--- src/common/gex_defines.vh ---
// Shared constants of the GPIO expander port control block
`ifndef GEX_DEFINES_VH
`define GEX_DEFINES_VH

// ****************************************************************
// Register offsets (seven-bit address of the command byte)
// ****************************************************************
`define GEX_ADDR_PIN_STATE      7'h00
`define GEX_ADDR_OUTPUT_LEVEL   7'h01
`define GEX_ADDR_PIN_DIRECTION  7'h03
`define GEX_ADDR_PULLUP_ENABLE  7'h04
`define GEX_ADDR_IRQ_ENABLE     7'h05
`define GEX_ADDR_HIZ_CONTROL    7'h06
`define GEX_ADDR_IRQ_STATUS     7'h07
`define GEX_ADDR_RISE_ENABLE    7'h08
`define GEX_ADDR_FALL_ENABLE    7'h09
`define GEX_ADDR_FILTER_ENABLE  7'h0A

// ****************************************************************
// Reset values
// ****************************************************************
`define GEX_RST_OUTPUT_LEVEL    8'h00
`define GEX_RST_PIN_DIRECTION   8'hFF
`define GEX_RST_PULLUP_ENABLE   8'h00
`define GEX_RST_IRQ_ENABLE      8'h00
`define GEX_RST_HIZ_CONTROL     8'h00
`define GEX_RST_IRQ_STATUS      8'h00
`define GEX_RST_RISE_ENABLE     8'h00
`define GEX_RST_FALL_ENABLE     8'h00
`define GEX_RST_FILTER_ENABLE   8'hFF

// ****************************************************************
// Command byte fields
// ****************************************************************
`define GEX_CMD_READ_BIT        7
`define GEX_LAST_BIT            3'h7

// ****************************************************************
// Timing
// ****************************************************************
`define GEX_CLK_MHZ             100
`define GEX_REJECT_NS           225
`define GEX_ACCEPT_NS           1075
`define GEX_FILTER_NS           650
// 650 ns at 100 MHz, sized for the seven-bit filter counter
`define GEX_FILTER_CYC          7'h41

`endif

--- src/hw/gex_port_control.v ---
// Port control, serial register access and input interrupt logic of the GPIO expander
`include "gex_defines.vh"

module gex_port_control #(
    parameter                 CNT_W    = 7,
    parameter [CNT_W-1:0]     FILT_CYC = `GEX_FILTER_CYC
) (
    // System
    input  wire               clk,
    input  wire               rst,
    input  wire               ce,
    // Serial register link
    input  wire               sclk,
    input  wire               csN,
    input  wire               mosi,
    output reg                miso,
    output reg                misoOe,
    // Pins
    input  wire [7:0]         gpioIn,
    output reg  [7:0]         gpioOut,
    output reg  [7:0]         gpioOe,
    output reg  [7:0]         pullupOn,
    // Interrupt, open drain
    output reg                irqOut,
    output reg                irqOe
);

    // ****************************************************************
    // Link states
    // ****************************************************************
    localparam [2:0] ST_IDLE = 3'b001;
    localparam [2:0] ST_CMD  = 3'b010;
    localparam [2:0] ST_DATA = 3'b100;

    // ****************************************************************
    // Declarations
    // ****************************************************************
    wire                      sclkS;
    wire                      csNS;
    wire                      mosiS;
    wire [7:0]                pinS;
    wire [7:0]                filtQ;
    wire [7:0]                fin;
    wire [7:0]                riseHit;
    wire [7:0]                fallHit;
    wire [7:0]                bothMode;
    wire [7:0]                edgeHit;
    wire [7:0]                setIrq;
    wire [7:0]                clrIrq;
    wire [7:0]                next_status;
    wire [7:0]                inByte;
    wire                      sclkRise;
    wire                      sclkFall;

    reg                       sclkD;
    reg  [2:0]                state;
    reg  [2:0]                bitCnt;
    reg  [7:0]                shiftIn;
    reg  [7:0]                shiftOut;
    reg                       cmdRead;
    reg  [6:0]                cmdAddr;
    reg                       rdPinState;

    reg  [7:0]                outLevel;
    reg  [7:0]                pinDirection;
    reg  [7:0]                pullupEnable;
    reg  [7:0]                irqEnable;
    reg  [7:0]                hizControl;
    reg  [7:0]                irqStatus;
    reg  [7:0]                riseEnable;
    reg  [7:0]                fallEnable;
    reg  [7:0]                filterEnable;
    reg  [7:0]                finD;
    reg  [7:0]                snap;

    // ****************************************************************
    // Read decode
    // ****************************************************************
    function [7:0] regRead;
        input [6:0] addr;
        begin
            case (addr)
                `GEX_ADDR_PIN_STATE:     regRead = (pinDirection & pinS) | (~pinDirection & outLevel);
                `GEX_ADDR_OUTPUT_LEVEL:  regRead = outLevel;
                `GEX_ADDR_PIN_DIRECTION: regRead = pinDirection;
                `GEX_ADDR_PULLUP_ENABLE: regRead = pullupEnable;
                `GEX_ADDR_IRQ_ENABLE:    regRead = irqEnable;
                `GEX_ADDR_HIZ_CONTROL:   regRead = hizControl;
                `GEX_ADDR_IRQ_STATUS:    regRead = irqStatus;
                `GEX_ADDR_RISE_ENABLE:   regRead = riseEnable;
                `GEX_ADDR_FALL_ENABLE:   regRead = fallEnable;
                `GEX_ADDR_FILTER_ENABLE: regRead = filterEnable;
                default:                 regRead = 8'h00;
            endcase
        end
    endfunction

    // ****************************************************************
    // Input synchronisers
    // ****************************************************************
    gex_sync #(
        .W       (3),
        .RST_VAL (3'b010)
    ) uLinkSync (
        .clk (clk),
        .rst (rst),
        .ce  (ce),
        .d   ({sclk, csN, mosi}),
        .q   ({sclkS, csNS, mosiS})
    );

    // Bit n of every vector is pin n throughout
    gex_sync #(
        .W       (8),
        .RST_VAL (8'h00)
    ) uPinSync (
        .clk (clk),
        .rst (rst),
        .ce  (ce),
        .d   (gpioIn),
        .q   (pinS)
    );

    // ****************************************************************
    // Glitch filters
    // ****************************************************************
    // Threshold sits mid-window so both limits keep margin
    genvar gi;
    generate
        for (gi = 0; gi < 8; gi = gi + 1) begin : gFilt
            gex_glitch_filter #(
                .CNT_W  (CNT_W),
                .CYCLES (FILT_CYC)
            ) uFilt (
                .clk (clk),
                .rst (rst),
                .ce  (ce),
                .d   (pinS[gi]),
                .q   (filtQ[gi])
            );
        end
    endgenerate

    assign fin = (filterEnable & filtQ) | (~filterEnable & pinS);

    // ****************************************************************
    // Edge detection and interrupt status
    // ****************************************************************
    assign riseHit     = fin & ~finD;
    assign fallHit     = ~fin & finD;
    assign bothMode    = ~riseEnable & ~fallEnable;
    assign edgeHit     = (riseHit & (riseEnable | bothMode))
                       | (fallHit & (fallEnable | bothMode));
    assign setIrq      = pinDirection & irqEnable & edgeHit;
    assign clrIrq      = {8{rdPinState}}
                       | (bothMode & ~(fin ^ snap));
    // A new edge in the clearing cycle survives
    assign next_status = (irqStatus & ~clrIrq) | setIrq;

    always @(posedge clk) begin
        if (rst) begin
            finD      <= 8'h00;
            snap      <= 8'h00;
            irqStatus <= `GEX_RST_IRQ_STATUS;
        end else if (ce) begin
            finD      <= fin;
            irqStatus <= next_status;
            if (rdPinState) begin
                snap <= fin;
            end
        end
    end

    // ****************************************************************
    // Serial link: mode 0, command byte then data byte
    // ****************************************************************
    assign sclkRise = ~csNS & sclkS & ~sclkD;
    assign sclkFall = ~csNS & ~sclkS & sclkD;
    assign inByte   = {shiftIn[6:0], mosiS};

    always @(posedge clk) begin
        if (rst) begin
            sclkD        <= 1'b0;
            state        <= ST_IDLE;
            bitCnt       <= 3'h0;
            shiftIn      <= 8'h00;
            shiftOut     <= 8'h00;
            cmdRead      <= 1'b0;
            cmdAddr      <= 7'h00;
            rdPinState   <= 1'b0;
            outLevel     <= `GEX_RST_OUTPUT_LEVEL;
            pinDirection <= `GEX_RST_PIN_DIRECTION;
            pullupEnable <= `GEX_RST_PULLUP_ENABLE;
            irqEnable    <= `GEX_RST_IRQ_ENABLE;
            hizControl   <= `GEX_RST_HIZ_CONTROL;
            riseEnable   <= `GEX_RST_RISE_ENABLE;
            fallEnable   <= `GEX_RST_FALL_ENABLE;
            filterEnable <= `GEX_RST_FILTER_ENABLE;
        end else if (ce) begin
            sclkD      <= sclkS;
            rdPinState <= 1'b0;
            case (state)
                ST_IDLE: begin
                    bitCnt   <= 3'h0;
                    shiftOut <= 8'h00;
                    if (!csNS) begin
                        state <= ST_CMD;
                    end
                end
                ST_CMD: begin
                    if (csNS) begin
                        state <= ST_IDLE;
                    end else if (sclkRise) begin
                        shiftIn <= inByte;
                        bitCnt  <= bitCnt + 1'b1;
                        if (bitCnt == `GEX_LAST_BIT) begin
                            cmdRead  <= inByte[`GEX_CMD_READ_BIT];
                            cmdAddr  <= inByte[6:0];
                            state    <= ST_DATA;
                            if (inByte[`GEX_CMD_READ_BIT]) begin
                                shiftOut   <= regRead(inByte[6:0]);
                                rdPinState <= (inByte[6:0] == `GEX_ADDR_PIN_STATE);
                            end
                        end
                    end else if (sclkFall) begin
                        shiftOut <= {shiftOut[6:0], 1'b0};
                    end
                end
                ST_DATA: begin
                    if (csNS) begin
                        state <= ST_IDLE;
                    end else if (sclkRise) begin
                        shiftIn <= inByte;
                        bitCnt  <= bitCnt + 1'b1;
                        if (bitCnt == `GEX_LAST_BIT) begin
                            state <= ST_CMD;
                            if (!cmdRead) begin
                                // Status and pin state ignore writes
                                case (cmdAddr)
                                    `GEX_ADDR_OUTPUT_LEVEL:  outLevel     <= inByte;
                                    `GEX_ADDR_PIN_DIRECTION: pinDirection <= inByte;
                                    `GEX_ADDR_PULLUP_ENABLE: pullupEnable <= inByte;
                                    `GEX_ADDR_IRQ_ENABLE:    irqEnable    <= inByte;
                                    `GEX_ADDR_HIZ_CONTROL:   hizControl   <= inByte;
                                    `GEX_ADDR_RISE_ENABLE:   riseEnable   <= inByte;
                                    `GEX_ADDR_FALL_ENABLE:   fallEnable   <= inByte;
                                    `GEX_ADDR_FILTER_ENABLE: filterEnable <= inByte;
                                    default: begin
                                    end
                                endcase
                            end
                        end
                    end else if (sclkFall) begin
                        shiftOut <= {shiftOut[6:0], 1'b0};
                    end
                end
                default: begin
                    state <= ST_IDLE;
                end
            endcase
        end
    end

    // ****************************************************************
    // Registered outputs
    // ****************************************************************
    // Sampled link clock lags the pin by up to three cycles; fine at 8 MHz
    always @(posedge clk) begin
        if (rst) begin
            miso     <= 1'b0;
            misoOe   <= 1'b0;
            gpioOut  <= `GEX_RST_OUTPUT_LEVEL;
            gpioOe   <= 8'h00;
            pullupOn <= 8'h00;
            irqOut   <= 1'b0;
            irqOe    <= 1'b0;
        end else if (ce) begin
            misoOe   <= ~csNS;
            if (sclkFall) begin
                miso <= shiftOut[7];
            end
            gpioOut  <= outLevel;
            gpioOe   <= ~pinDirection & ~hizControl;
            pullupOn <= pullupEnable & pinDirection;
            irqOut   <= 1'b0;
            irqOe    <= |irqStatus;
        end
    end

endmodule

--- src/hw/gex_sync.v ---
// Two-stage synchroniser for a group of asynchronous inputs
module gex_sync #(
    parameter             W       = 1,
    parameter [W-1:0]     RST_VAL = {W{1'b0}}
) (
    // System
    input  wire           clk,
    input  wire           rst,
    input  wire           ce,
    // Data
    input  wire [W-1:0]   d,
    output reg  [W-1:0]   q
);

    reg [W-1:0] meta;

    // First stage feeds the second stage only
    always @(posedge clk) begin
        if (rst) begin
            meta <= RST_VAL;
            q    <= RST_VAL;
        end else if (ce) begin
            meta <= d;
            q    <= meta;
        end
    end

endmodule

--- src/hw/gex_glitch_filter.v ---
// Glitch filter for one input: a level must hold CYCLES clocks to pass
module gex_glitch_filter #(
    parameter                 CNT_W  = 7,
    parameter [CNT_W-1:0]     CYCLES = 7'h41
) (
    // System
    input  wire               clk,
    input  wire               rst,
    input  wire               ce,
    // Data
    input  wire               d,
    output reg                q
);

    reg [CNT_W-1:0] cnt;

    // ****************************************************************
    // Disagreement counter
    // ****************************************************************
    always @(posedge clk) begin
        if (rst) begin
            q   <= 1'b0;
            cnt <= {CNT_W{1'b0}};
        end else if (ce) begin
            if (d == q) begin
                cnt <= {CNT_W{1'b0}};
            end else if (cnt == CYCLES - 1'b1) begin
                q   <= d;
                cnt <= {CNT_W{1'b0}};
            end else begin
                cnt <= cnt + 1'b1;
            end
        end
    end

endmodule

--- config.mk ---
export PLATFORM = sky130hd
export DESIGN_NAME = gex_port_control
export DESIGN_NICKNAME = d
export VERILOG_FILES = /design/src/hw/gex_port_control.v /design/src/hw/gex_sync.v /design/src/hw/gex_glitch_filter.v
export VERILOG_INCLUDE_DIRS = /design/src /design/src/common
export SDC_FILE = /design/constraint.sdc
export NUM_CORES = 1
export LEC_CHECK = 0
export BUFFER_PORTS_ARGS = -buffer_cell sky130_fd_sc_hd__clkbuf_2
export CAP_MARGIN = 20
export CORE_MARGIN = 2
export CORE_UTILIZATION = 49
export DETAILED_ROUTE_END_ITERATION = 7
export PLACE_DENSITY = 0.74
export SLEW_MARGIN = 30
export SYNTH_ARGS = -nofsm -noshare
export SYNTH_HDL_FRONTEND = slang
export SYNTH_SLANG_ARGS = --single-unit
--- constraint.sdc ---
create_clock -name clk -period 3.02 [get_ports clk]
set_input_delay 0.151 -clock clk [delete_from_list [all_inputs] [get_ports clk]]
set_output_delay 0.151 -clock clk [all_outputs]
set_load 0.01 [all_outputs]
Word-level counts from Yosys, hierarchy flattened
Cells that the tools add are included.
- flip-flop bits (word level): 232
- output and inout bits: 28
- word-level logic and storage cells: 220
- add/subtract/negate cells: 9
- eq/ne operators: 49
- multiplexer cells: 41
- bitwise operators: 48
- reduce and logical (&&, ||, !) cells: 28
- operators by type and width (kind ; count):
    $and A8 B8 Y8 ; 15
    $mux W7 ; 16
    $pmux W8 S10 ; 1
    $not A8 Y8 ; 9
    $reduce_and A7 Y1 ; 9
    $add A7 B1 Y7 const B ; 8
    $eq A7 B7 Y1 const B ; 8
    $mux W8 ; 7
    $or A8 B8 Y8 ; 7
    $eq A7 B3 Y1 const B ; 7
    $eq A7 B4 Y1 const B ; 6
    $mux W3 ; 9
    $pmux W8 S3 ; 1
    $reduce_and A3 Y1 ; 8
    $eq A7 B1 Y1 const B ; 2
    $eq A7 B2 Y1 const B ; 2
    $ne A3 B2 Y1 const B ; 4
    $not A1 Y1 ; 12
    $ne A2 B2 Y1 const B ; 5
    $pmux W3 S3 ; 1
    $eq A1 B1 Y1 ; 8
    $reduce_and A4 Y1 ; 2
    $reduce_or A8 Y1 ; 1
    $xor A8 B8 Y8 ; 1
    other kinds (16) ; 26

Logic depth before layout (Yosys ltp)
Gate-level depths: netlist of run 1.
- depth in word-level cells: 10
- gate-level depth with buffers: 9

By module
From an unflattened synthesis of run 1, not the netlist that was laid out.
- cell total of the unflattened synthesis: 1235
- area, all modules: 11259.5 µm²
- by module, submodules not included (module ; instances ; cells an instance ; area an instance (µm²) ; seq. area each (µm²)):
    gex_port_control ; 1 ; 764 ; 6899.1 ; 2922.8
    gex_glitch_filter ; 8 ; 50 ; 445.4 ; 160.2
    gex_sync (uPinSync) ; 1 ; 52 ; 580.6 ; 320.3
    gex_sync (uLinkSync) ; 1 ; 19 ; 216.5 ; 120.1

Worst setup path after synthesis of run 1
OpenSTA, ideal clock, no wires.
- path kind: reg2reg
- start: register bitCnt[0]
- end: register filterEnable[6]
- arrival time: 2.094 ns
- required time: 2.900 ns
- slack: 0.806 ns
- stages on the path, launching flop included: 9
- buffers on the path: 2
- clock period less this slack: 2.214 ns
- cells stage by stage: dfxtp_1 ha_1 ha_1 and4b_1 nand3_4 or4_4 buf_6 buf_6 o31a_1
- word-level cells in the longest chain between the ends: 2
- ends and longest elaborated chain (what ; RTL line ; RTL):
    start, declared ; gex_port_control.v:57 ; reg [2:0] bitCnt;
    start signal, assigned ; gex_port_control.v:215 ; bitCnt <= bitCnt + 1'b1;
    start signal, assigned ; gex_port_control.v:234 ; bitCnt <= bitCnt + 1'b1;
    $eq A3 B3 Y1 (no line) ; n/a ;
    $reduce_and A7 Y1 (no line) ; n/a ;
    end signal, assigned ; gex_port_control.v:198 ; filterEnable <= `GEX_RST_FILTER_ENABLE;
    end signal, assigned ; gex_port_control.v:247 ; `GEX_ADDR_FILTER_ENABLE: filterEnable <= inByte;
    end, declared ; gex_port_control.v:72 ; reg [7:0] filterEnable;
Every way passes these cells.
A chain may end at the register's enable or synchronous reset.

Worst setup path after layout of run 1
- start: register bitCnt[0]
- end: register pinDirection[6]
- word-level cells in the longest chain between the ends: 2
- ends and longest elaborated chain (what ; RTL line ; RTL):
    $eq A3 B3 Y1 (no line) ; n/a ;
    $reduce_and A7 Y1 (no line) ; n/a ;
    end signal, assigned ; gex_port_control.v:192 ; pinDirection <= `GEX_RST_PIN_DIRECTION;
    end signal, assigned ; gex_port_control.v:241 ; `GEX_ADDR_PIN_DIRECTION: pinDirection <= inByte;
    end, declared ; gex_port_control.v:65 ; reg [7:0] pinDirection;
Every way passes these cells.

==> results of run 1 <==
==> through the flow <==
step	util (%)	hold WS, ns	instances	total power [mW]	area, um2
CTS	56.2	0.0945	1559	6.53	12300
global route	56.2	0.123	1559	6.69	12300
floorplan	-	0.273	1251	3.34	11000
global placement	51.8	0.375	1502	3.40	11300
detailed placement	51.8	0.372	1502	3.41	11300
finish	56.2	0.0997	1559	6.48	12300
==> power groups by stage <==
| stage | clock network, mW | logic (mW) | registers, mW |
|---|---|---|---|
| 5_1_grt | 3.31 | 0.268 | 3.11 |
| 2_1_floorplan | 0 | 0.177 | 3.17 |
| 4_1_cts | 3.18 | 0.241 | 3.11 |
| 6_report | 3.12 | 0.242 | 3.11 |
| 3_5_place_dp | 0 | 0.229 | 3.18 |
| 3_3_place_gp | 0 | 0.226 | 3.18 |
==> metal layers <==
layer  global-route usage (%)  routed length [um]
met1                     28.4               11500
met2                     36.6               12300
met3                     3.97                1400
met4                     6.82                 689
met5                        0                   0
==> logic make-up after synthesis <==
group,after synthesis
other,1
XOR/XNOR,23
buffers and inverters,118
adder cells (fa/ha/maj),18
AO/OA/AOI/OAI,232
AND/OR/NAND/NOR,490
multiplexers,137
flip-flops,232
==> placed cells by master (no fill, tap or decap), types with 14 or more instances in the layout <==
master / instances
sky130_fd_sc_hd__mux2i_1: 123
sky130_fd_sc_hd__nor2b_1: 22
sky130_fd_sc_hd__and3_1: 30
sky130_fd_sc_hd__nand2b_1: 17
sky130_fd_sc_hd__a21oi_1: 88
sky130_fd_sc_hd__nor2_1: 207
sky130_fd_sc_hd__buf_4: 14
sky130_fd_sc_hd__inv_1: 32
sky130_fd_sc_hd__clkbuf_2: 38
sky130_fd_sc_hd__nand3_1: 39
sky130_fd_sc_hd__o211ai_1: 14
sky130_fd_sc_hd__ha_1: 18
sky130_fd_sc_hd__a211oi_1: 19
sky130_fd_sc_hd__clkbuf_16: 25
sky130_fd_sc_hd__or4_1: 17
sky130_fd_sc_hd__nand2_1: 62
sky130_fd_sc_hd__nor3_1: 18
sky130_fd_sc_hd__dfxtp_1: 232
sky130_fd_sc_hd__nor3b_1: 36
sky130_fd_sc_hd__o21ai_0: 49
==> repair_timing <==
item                      in CTS  in global routing
hold endpoints to repair      11                  0
resized for setup              0                  0
hold buffers                  11                  0
==> worst min-delay path by stage <==
stage	startpoint	depth (start not counted)	end	slack, ns
after detailed placement	csN	2	uLinkSync.meta[1]$_SDFFE_PP1P_	0.37
after global routing	rst	2	cmdAddr[3]$_SDFFE_PP0P_	0.12
final	rst	2	miso$_SDFFE_PP0P_	0.1
after CTS	rst	2	gpioOut[7]$_SDFFE_PP0P_	0.09
after global placement	csN	2	uLinkSync.meta[1]$_SDFFE_PP1P_	0.38
after floorplan	csN	1	uLinkSync.meta[1]$_SDFFE_PP1P_	0.27
==> area by class of cell <==
cell class,instances,area share [%]
repair buffers,67,3.88
inverters,33,1.02
clock inverters,12,1.06
flip-flops and latches,232,37.8
clock buffers,34,5.85
well taps,280,2.85
multi-input cells,901,47.6
==> cells in the mapped netlist, types with 9 or more instances <==
cell / n / area share, %
sky130_fd_sc_hd__buf_1: 13 / 0.45
sky130_fd_sc_hd__nor3b_1: 36 / 2.5
sky130_fd_sc_hd__mux2_2: 10 / 1.0
sky130_fd_sc_hd__nor3_1: 18 / 0.82
sky130_fd_sc_hd__clkbuf_1: 62 / 2.1
sky130_fd_sc_hd__a211o_1: 9 / 0.72
sky130_fd_sc_hd__nand2_1: 62 / 2.1
sky130_fd_sc_hd__xnor2_1: 13 / 1.0
sky130_fd_sc_hd__inv_1: 33 / 1.1
sky130_fd_sc_hd__o211ai_1: 14 / 0.96
sky130_fd_sc_hd__nand2b_1: 17 / 0.97
sky130_fd_sc_hd__or4_1: 17 / 1.2
sky130_fd_sc_hd__a21oi_1: 88 / 4.0
sky130_fd_sc_hd__and3_1: 30 / 1.7
sky130_fd_sc_hd__nor2b_1: 22 / 1.3
sky130_fd_sc_hd__mux2i_1: 123 / 11
sky130_fd_sc_hd__nand3_1: 39 / 1.8
sky130_fd_sc_hd__o31ai_1: 9 / 0.62
sky130_fd_sc_hd__xor2_1: 10 / 0.80
sky130_fd_sc_hd__nor2_1: 207 / 7.1
sky130_fd_sc_hd__ha_1: 18 / 2.1
sky130_fd_sc_hd__a211oi_1: 19 / 1.3
sky130_fd_sc_hd__nand4_1: 12 / 0.68
sky130_fd_sc_hd__o21ai_0: 49 / 2.2
sky130_fd_sc_hd__dfxtp_1: 232 / 42
==> impl_results.md, run 1 <==
- Flip-flop cell with the highest count after synthesis: sky130_fd_sc_hd__dfxtp_1
- Final weighted congestion of routability-driven global placement: 0.943
- Largest fanout of any net on the critical path: 16
- Vias in the first global route: 8483
- Starting Density: 50.1%
- Per-cell routed wire length: 16.6 um
- Distinct cells, synth: 60
- Number of I/O pins: 42
- Post-Synth Simple-Gate Area: 23.3%
- Site row count: 54
- Die boundary width: 154 um
- Global-route usage over all layers: 21.7%
- Total inserted antenna cells: 0
- Area of the die: 0.0236 mm2
- Setup TNS: 0 ns
- Syn nets: 1283
- Classification of the worst-slack hold path: in -> reg
- Slack of the worst reg-to-reg path: 0.55 ns
- Setup repair after global routing missed its margin: false
- Clock network fraction of design power: 48.2%
- Combinational Power Share: 3.7%
- Worst EP arrival: 2.89 ns
- Wire length of the first global-routing pass: 42900 um
- TritonCTS buffer count: 25
- Total count of hold-check failures in the final report: 0
- Buffering stage count on the worst path with inverters included: 0
- Max cap viols: 0
- Fillers: 1979
- Clock latency on the worst-skew pair: 0.53 ns
- Critical path endpoint category: flip-flop
- Port Buf Inserts: 40
- Kind of start point of the critical path: flip-flop
- Count of nets left with antenna violations after detail routing: 0
- DRC violations left: 0
- Worst r2r dst: pinDirection[6]$_SDFFE_PP1P_
- Total Routed Length: 25900 um
- Part of the Yosys area used for sequential elements: 42.4%
- Flop pwr share: 48.0%
- Headroom to the max-slew limit: 46.5%
- TritonCTS clock tree: built
- WP depth: 7
- Startpoint-to-endpoint class of the critical path: reg -> reg
- Initial detailed-routing violation count: 651
- Mean area per synthesized cell: 8.76 um2
- Flip-flop and latch count after synthesis: 232
- Nets: 1292
- Maximum clock path buffer count: 3
- Register bank with the most flops: gFilt.uFilt.cnt
- Data required time at the worst endpoint: 3.44 ns
- Crit-path max cell delay: 0.66 ns
- Switching part of the total power: 22.5%
- Kind of cell adding the most delay to the critical path: simple AND/OR/NAND/NOR gates
- Crit path cell chain: ha_1 > ha_1 > and4b_1 > nand4_4 > nor4_4 > nor2b_1 > a211o_1
- Number of warning messages in the yosys log: 0
- Critical path launch point: bitCnt[0]$_SDFFE_PP0P_
- Largest net degree at the start of global routing: 88
- Min Tclk post-route: 2.47 ns
- Area taken by flip-flops and latches: 0.00464 mm2
- Number of H-tree levels: 1
- CTS clock-pin slew for the worst setup and hold paths: 0.06 ns
- Leakage Power: 4.58 nW
- Area grow syn2layout: 12.2%
- Share of synthesized registers carrying an async set or reset: 0%
- Cell count of the worst reg-to-reg path: 7
- Worst vdd ir: 352 uV
- Floorplan Core Area: 0.0219 mm2
- Initial antenna violation count: 0
- Pre-CTS worst setup slack: 0.573 ns
- Number of sinks on the clock net: 232
- Die extent in y: 154 um
- Post-synthesis mux area share: 13.1%
- Final clock skew: 0.0105 ns
- Setup violations, final: 0
- Number of max-slew violations in the final report: 0
- Max Fclk: 0.406 GHz
- Vias per cell: 5.77
- Area share of fa/ha/maj cells after synthesis: 2.05%
- Clock Tree Root: sky130_fd_sc_hd__clkbuf_16
- Share of the synthesized area in compound gates (AO/OA/AOI/OAI): 13.0%
- Tcrit/Tclk final: 81.6%
- Max reg flops: 56
- Xor-xnor portion of the synthesized cell area: 1.84%
- Internal: 5.02 mW
- Setup slack of the critical path after layout: 0.554 ns
- Post-synthesis cell count: 1251
- Status: finished clean
- Post-CTS setup buffer count: 0
- FF-to-FF Start: bitCnt[0]$_SDFFE_PP0P_
- Main combinational cell family by area after synthesis: simple AND/OR/NAND/NOR gates
- Fraction of final layout cells with drive strength greater than 1: 10.2%
- Via Count: 9002
- Last element of the critical path: pinDirection[6]$_SDFFE_PP1P_
- Pwr dens: 527 mW/mm2
- Dpl hpwl: 16600 um
- Transition time at the pin with the least slew margin: 0.797 ns
- Mapped Area: 0.0110 mm2
- Number of enable flip-flop cells after synthesis: 0
- Slowest CP cell: sky130_fd_sc_hd__nor4_4
- Total overflow reported by the global router: 0
- Iteration count of the initial detailed-routing pass: 8
- Area taken by multi-input logic gates: 0.00585 mm2
- Cell repeated most along the worst path: sky130_fd_sc_hd__ha_1
- Switching power: 1.46 mW
No activity file was read; power rests on OpenSTA's default activity.
==> run 2: changes to the inputs <==
--- a/config.mk
+++ b/config.mk
@@ -11,7 +11,7 @@
 export CORE_MARGIN = 2
 export CORE_UTILIZATION = 49
 export DETAILED_ROUTE_END_ITERATION = 7
-export PLACE_DENSITY = 0.74
+export PLACE_DENSITY = 0.76
 export SLEW_MARGIN = 30
 export SYNTH_ARGS = -nofsm -noshare
 export SYNTH_HDL_FRONTEND = slang
==> constraint.sdc (replaced) <==
create_clock -name clk -period 2.1 [get_ports clk]
set_input_delay 0.105 -clock clk [delete_from_list [all_inputs] [get_ports clk]]
set_output_delay 0.105 -clock clk [all_outputs]
set_load 0.01 [all_outputs]
==> run 2 against run 1 <==
  * Wire length is 5.1% higher
  * Final area is 3.9% higher
  * Highest routed layer unchanged
  * Sequential share of layout area is 1.4 points lower
  * Largest cell class unchanged
  * Clock skew is 0.0047 ns lower
  * Flip-flop and latch count stayed put
==> impl_results.md, run 2 (same netlist as run 1, synthesis figures left out) <==
- Data required time at the worst endpoint: 2.51 ns (-0.93 ns)
- Max cap viols: 0 (unchanged)
- Pwr dens: 720 mW/mm2 (+37%)
- Area grow syn2layout: 16.6%
- Cell count after placement: 1544 (+2.8%)
- Hold wc startpoint: ce
- Maximum clock path buffer count: 3 (unchanged)
- Most common library cell in the layout ignoring fill and taps: sky130_fd_sc_hd__dfxtp_1
- Global-route usage over all layers: 22.4% (+0.64 points)
- Area of the die: 0.0236 mm2 (unchanged)
- Pre-CTS worst setup slack: -0.136 ns (-0.709 ns)
- Total Routed Length: 27200 um (+5.1%)
- Number of sinks on the clock net: 232 (unchanged)
- Die extent in y: 154 um (unchanged)
- Initial detailed-routing violation count: 720 (+11%)
- Dpl hpwl: 17200 um (+3.5%)
- Tcrit/Tclk final: 98.2% (+17 points)
- FF-to-FF Start: bitCnt[1]$_SDFFE_PP0P_
- Final weighted congestion of routability-driven global placement: 0.933 (-1.1%)
- Setup slack of the critical path after layout: 0.0376 ns (-0.517 ns)
- Transition time at the pin with the least slew margin: 0.646 ns (-0.151 ns)
- Total inserted antenna cells: 0 (unchanged)
- Clock Tree Root: sky130_fd_sc_hd__clkbuf_16
- Die boundary width: 154 um (unchanged)
- Cell count of the worst reg-to-reg path: 6 (-1)
- Clock latency on the worst-skew pair: 0.52 ns (about the same)
- Wire length of the first global-routing pass: 44300 um (+3.4%)
- Worst vdd ir: 578 uV (+64%)
- Post-layout power: 9.20 mW (+42%)
- Status: finished clean
- Classification of the worst-slack hold path: in -> reg
- Startpoint-to-endpoint class of the critical path: reg -> reg
- Number of max-slew violations in the final report: 0 (unchanged)
- Per-cell routed wire length: 16.9 um (+2.0%)
- Iteration count of the initial detailed-routing pass: 6 (-2)
- Highest-count cells in the layout ignoring fill and taps: 230 x sky130_fd_sc_hd__dfxtp_1, 207 x sky130_fd_sc_hd__nor2_1, 121 x sky130_fd_sc_hd__mux2i_1
- Headroom to the max-slew limit: 56.9% (+10 points)
- Critical path endpoint category: flip-flop
- Worst hold path stage count: 4 (+2)
- Port Buf Inserts: 40 (unchanged)
- Vias in the first global route: 8842 (+4.2%)
- Total count of hold-check failures in the final report: 0 (unchanged)
- Count of nets left with antenna violations after detail routing: 0 (unchanged)
- Vias per cell: 5.78 (about the same)
- TritonCTS buffer count: 25 (unchanged)
- Worst EP arrival: 2.47 ns (-0.42 ns)
- Setup repair after global routing missed its margin: true
- DRC violations left: 0 (unchanged)
- Final-layout worst hold slack: 0.0423 ns (-0.0574 ns)
- Non-Filler Instances: 1606 (+3.0%)
- Setup violations, final: 0 (unchanged)
- Initial antenna violation count: 0 (unchanged)
- TritonCTS clock tree: built
- Floorplan Core Area: 0.0219 mm2 (unchanged)
- Slack of the worst reg-to-reg path: 0.04 ns (-0.52 ns)
- Min Tclk post-route: 2.06 ns (-0.403 ns)
- Max reg flops: 56 (unchanged)
- Register bank with the most flops: gFilt.uFilt.cnt
- Number of H-tree levels: 1 (unchanged)
- Worst r2r dst: filterEnable[6]$_SDFFE_PP1P_
- Kind of start point of the critical path: flip-flop
- Total overflow reported by the global router: 0 (unchanged)
- Number of I/O pins: 42 (unchanged)
- Site row count: 54 (unchanged)
- Via Count: 9276 (+3.0%)
- Final clock skew: 0.00577 ns (-0.00471 ns)
- Nets: 1339 (+3.6%)
- CTS clock-pin slew for the worst setup and hold paths: 0.06 ns (about the same)
- Largest fanout of any net on the critical path: 8 (-8)
- Max Fclk: 0.485 GHz (+20%)
- Worst Hold Endpoint: pullupOn[7]$_SDFFE_PP0P_
- Starting Density: 50.1% (unchanged)
- Leakage Power: 4.82 nW (+5.4%)
- Largest net degree at the start of global routing: 145 (+65%)
- Fraction of final layout cells with drive strength greater than 1: 13.7% (+3.4 points)
[run 2: cell types whose count changed in the layout (fill, tap and decap cells not counted), sizes merged]
cell      change
clkbuf        +3
buf          +45
or4           +1
clkinv        -1
clkinvlp      -1
[run 2: worst max path at each step]
stage,slack [ns],to,start
after floorplan,-0.06,filterEnable[6]$_SDFFE_PP1P_,bitCnt[0]$_SDFFE_PP0P_
final,0.04,filterEnable[6]$_SDFFE_PP1P_,bitCnt[1]$_SDFFE_PP0P_
after global routing,-0.01,filterEnable[2]$_SDFFE_PP1P_,bitCnt[1]$_SDFFE_PP0P_
after global placement,-0.03,shiftOut[4]$_SDFFE_PP0P_,bitCnt[0]$_SDFFE_PP0P_
after CTS,0.01,filterEnable[2]$_SDFFE_PP1P_,bitCnt[0]$_SDFFE_PP0P_
after detailed placement,-0.14,shiftOut[5]$_SDFFE_PP0P_,bitCnt[0]$_SDFFE_PP0P_
[run 2: stage by stage]
| stage | utilization [%] | area, um2 | TNS, ns |
|---|---|---|---|
| after floorplan | - | 11000 | -0.123 |
| after detailed placement | 53.8 | 11800 | -0.679 |
| after global placement | 53.8 | 11800 | -0.0487 |
| after CTS | 58.0 | 12700 | 0 |
| final | 58.4 | 12800 | 0 |
| after global routing | 58.4 | 12800 | -0.0267 |
[run 2: repair_timing]
item                                   4_1_cts  5_1_grt
setup endpoints to repair                    8       32
hold buffers                                11        0
endpoints found under the hold margin       11        0
pin swaps                                    0        8
cloned                                       0        2
resized for setup                            1        6
buffers inserted                             0        3
[run 2: report_power, final]
part           leakage (nW)  internal, mW  switching, mW  total (mW)
clock                 0.405          2.58           1.77        4.35
sequential             1.88          4.43         0.0347        4.47
combinational          2.54         0.138          0.241       0.379
total                  4.82          7.15           2.05        9.20
[run 2: area by class of cell]
class | count | area [um2]
well taps | 280 | 350
clock buffers | 36 | 707
inverters | 33 | 124
fillers | 1864 | 9110
clock inverters | 10 | 104
multi-input cells | 902 | 5910
repair buffers | 113 | 943
flip-flops and latches | 232 | 4650
[run 2: worst max-delay path: stages (launching register included)]
cell and delay (ns):
sky130_fd_sc_hd__dfxtp_2 0.35, sky130_fd_sc_hd__ha_4 0.15, sky130_fd_sc_hd__ha_4 0.13, sky130_fd_sc_hd__and4b_2 0.30, sky130_fd_sc_hd__nand3_4 0.11, sky130_fd_sc_hd__or4_4 0.63
sky130_fd_sc_hd__o31a_1 0.27
[run 2: per-layer routing]
| layer | global-route usage, % | vias up | wire, um |
|---|---|---|---|
| met3 | 3.04 | 64 | 1700 |
| met1 | 29.1 | 4384 | 11500 |
| met5 | 0 | - | 0 |
| met4 | 9.22 | 0 | 1090 |
| li1 | - | 4529 | - |
| met2 | 37.5 | 299 | 12900 |
==> run 3: changes to the inputs <==
--- a/config.mk
+++ b/config.mk
@@ -7,10 +7,10 @@
 export NUM_CORES = 1
 export LEC_CHECK = 0
 export BUFFER_PORTS_ARGS = -buffer_cell sky130_fd_sc_hd__clkbuf_2
-export CAP_MARGIN = 20
 export CORE_MARGIN = 2
 export CORE_UTILIZATION = 49
 export DETAILED_ROUTE_END_ITERATION = 7
+export MAX_ROUTING_LAYER = met4
 export PLACE_DENSITY = 0.76
 export SLEW_MARGIN = 30
 export SYNTH_ARGS = -nofsm -noshare
==> run 3 against run 2 <==
  * Non-clock buffer count grew 8
  * Clock power grew 3%
  * Count of clock-buffer cells in the layout shrank 2
  * Sequential power is essentially flat
  * Critical endpoint is now filterEnable[3]$_SDFFE_PP1P_
==> impl_results.md, run 3 (same netlist as run 1, synthesis figures left out) <==
- Maximum clock path buffer count: 3 (unchanged)
- Vias in the first global route: 8669 (-2.0%)
- Wire length of the first global-routing pass: 44300 um (about the same)
- Placed standard-cell area: 0.0119 mm2 (+0.79%)
- Die extent in y: 154 um (unchanged)
- Setup slack of the critical path after layout: 0.0260 ns (-0.0115 ns)
- Worst EP arrival: 2.49 ns (+0.02 ns)
- Setup violations, final: 0 (unchanged)
- Number of sinks on the clock net: 232 (unchanged)
- Transition time at the pin with the least slew margin: 0.878 ns (+0.233 ns)
- Max cap viols: 0 (unchanged)
- Final clock skew: 0.0236 ns (+0.0178 ns)
- Worst r2r dst: filterEnable[3]$_SDFFE_PP1P_
- Most common library cell in the layout ignoring fill and taps: sky130_fd_sc_hd__dfxtp_1
- Total inserted antenna cells: 0 (unchanged)
- Worst Hold Endpoint: gFilt[7].uFilt.cnt[0]$_SDFFE_PP0P_
- Highest metal layer with signal wires: met4
- Initial antenna violation count: 0 (unchanged)
- Met1 wire length: 12100 um (+5.6%)
- Dpl hpwl: 17800 um (+3.6%)
- Status: finished clean
- Pwr dens: 724 mW/mm2 (+0.67%)
- Final weighted congestion of routability-driven global placement: 1.00 (+7.7%)
- Data required time at the worst endpoint: 2.51 ns (about the same)
- Fillers: 1898 (+1.8%)
- Fraction of final layout cells with drive strength greater than 1: 14.3% (+0.60 points)
- Post-layout power: 9.32 mW (+1.3%)
- Die boundary width: 154 um (unchanged)
- Clock Tree Root: sky130_fd_sc_hd__clkbuf_16
- Critical path endpoint category: flip-flop
- Count of nets left with antenna violations after detail routing: 0 (unchanged)
- Min Tclk post-route: 2.07 ns (+0.0115 ns)
- Post-Route Utilization: 58.8% (+0.39 points)
- Headroom to the max-slew limit: 41.4% (-16 points)
- Worst vdd ir: 669 uV (+16%)
- Setup repair after global routing missed its margin: true
- Area of the die: 0.0236 mm2 (unchanged)
- Total overflow reported by the global router: 0 (unchanged)
- Largest fanout of any net on the critical path: 8 (unchanged)
- Total count of hold-check failures in the final report: 0 (unchanged)
- Cell count of the worst reg-to-reg path: 6 (unchanged)
- Met3 WL post-DR: 1590 um (-6.4%)
- Setup TNS: 0 ns (unchanged)
- TritonCTS buffer count: 25 (unchanged)
- Highest-count cells in the layout ignoring fill and taps: 230 x sky130_fd_sc_hd__dfxtp_1, 207 x sky130_fd_sc_hd__nor2_1, 121 x sky130_fd_sc_hd__mux2i_1
- Number of max-slew violations in the final report: 0 (unchanged)
- Routed length on met2: 13000 um (+0.63%)
- Total Routed Length: 27600 um (+1.6%)
- Port Buf Inserts: 40 (unchanged)
- Kind of start point of the critical path: flip-flop
- Global-route usage over all layers: 23.1% (+0.76 points)
- Tcrit/Tclk final: 98.8% (+0.55 points)
- Per-cell routed wire length: 17.1 um (+1.1%)
- Max Fclk: 0.482 GHz (-0.56%)
- Hold wc startpoint: ce
- Vias per cell: 5.79 (+0.20%)
- FF-to-FF Start: bitCnt[1]$_SDFFE_PP0P_
- Iteration count of the initial detailed-routing pass: 5 (-1)
- Cell count after placement: 1553 (+0.58%)
- Largest net degree at the start of global routing: 185 (+28%)
- Clock latency on the worst-skew pair: 0.54 ns (+0.02 ns)
- Final Cell Area: 0.0129 mm2 (+0.66%)
- Site row count: 54 (unchanged)
- Non-Filler Instances: 1613 (+0.44%)
- CTS clock-pin slew for the worst setup and hold paths: 0.06 ns (about the same)
- Number of H-tree levels: 1 (unchanged)
- Nets: 1347 (+0.60%)
- Floorplan Core Area: 0.0219 mm2 (unchanged)
- Number of I/O pins: 42 (unchanged)
- Slack of the worst reg-to-reg path: 0.03 ns (about the same)
- Startpoint-to-endpoint class of the critical path: reg -> reg
- Via Count: 9335 (+0.64%)
- Final-layout worst hold slack: 0.0660 ns (+0.0236 ns)
- Area grow syn2layout: 17.4%
- Classification of the worst-slack hold path: in -> reg
- Initial detailed-routing violation count: 769 (+6.8%)
- DRC violations left: 0 (unchanged)
- Register bank with the most flops: gFilt.uFilt.cnt
- Max reg flops: 56 (unchanged)
- TritonCTS clock tree: built
- Pre-CTS worst setup slack: 0.00318 ns (+0.139 ns)
- Starting Density: 50.1% (unchanged)
- Worst hold path stage count: 4 (unchanged)
- Leakage Power: 4.87 nW (+0.95%)
==> run 3: cell type report <==
type	instances	area [um2]	area share (%)
clock inverters	11	145	1.13
flip-flops and latches	232	4650	36.1
repair buffers	121	1010	7.83
multi-input cells	902	5900	45.9
inverters	33	124	0.962
clock buffers	34	689	5.36
well taps	280	350	2.72
==> run 3: worst max path at each step <==
| stage | startpoint | endpoint | slack, ns | depth (start not counted) |
|---|---|---|---|---|
| floorplan | bitCnt[0]$_SDFFE_PP0P_ | filterEnable[6]$_SDFFE_PP1P_ | -0.06 | 8 |
| global placement | uLinkSync.q[2]$_SDFFE_PP0P_ | shiftIn[0]$_SDFFE_PP0P_ | 0.05 | 6 |
| detailed placement | bitCnt[1]$_SDFFE_PP0P_ | shiftOut[5]$_SDFFE_PP0P_ | 0.003 | 7 |
| CTS | bitCnt[1]$_SDFFE_PP0P_ | shiftOut[5]$_SDFFE_PP0P_ | 0.005 | 7 |
| global route | bitCnt[1]$_SDFFE_PP0P_ | filterEnable[3]$_SDFFE_PP1P_ | -0.03 | 6 |
| finish | bitCnt[1]$_SDFFE_PP0P_ | filterEnable[3]$_SDFFE_PP1P_ | 0.03 | 6 |
==> run 3: routing by layer <==
metal	vias to the layer above	GRT usage, %
li1	4559	-
met1	4399	30.0
met2	313	37.2
met3	64	3.18
met4	0	8.08
met5	-	-
==> run 3: report_power, final <==
group          switching (mW)  internal [mW]
sequential             0.0325           4.43
combinational           0.248          0.143
clock                    1.79           2.68
total                    2.07           7.26
==> run 3: what timing repair did <==
| item | 4_1_cts | 5_1_grt |
|---|---|---|
| hold buffers | 11 | 0 |
| resized for setup | 0 | 6 |
| endpoints found under the hold margin | 11 | 0 |
| setup buffers | 0 | 3 |
| setup endpoints to repair | 0 | 40 |
==> run 3: worst max-delay path, cell delays in order (launching register included) <==
cell	delay (ns)
sky130_fd_sc_hd__dfxtp_2	0.35
sky130_fd_sc_hd__ha_4	0.14
sky130_fd_sc_hd__ha_4	0.14
sky130_fd_sc_hd__and4b_2	0.30
sky130_fd_sc_hd__nand3_4	0.08
sky130_fd_sc_hd__or4_4	0.61
sky130_fd_sc_hd__o31a_1	0.33
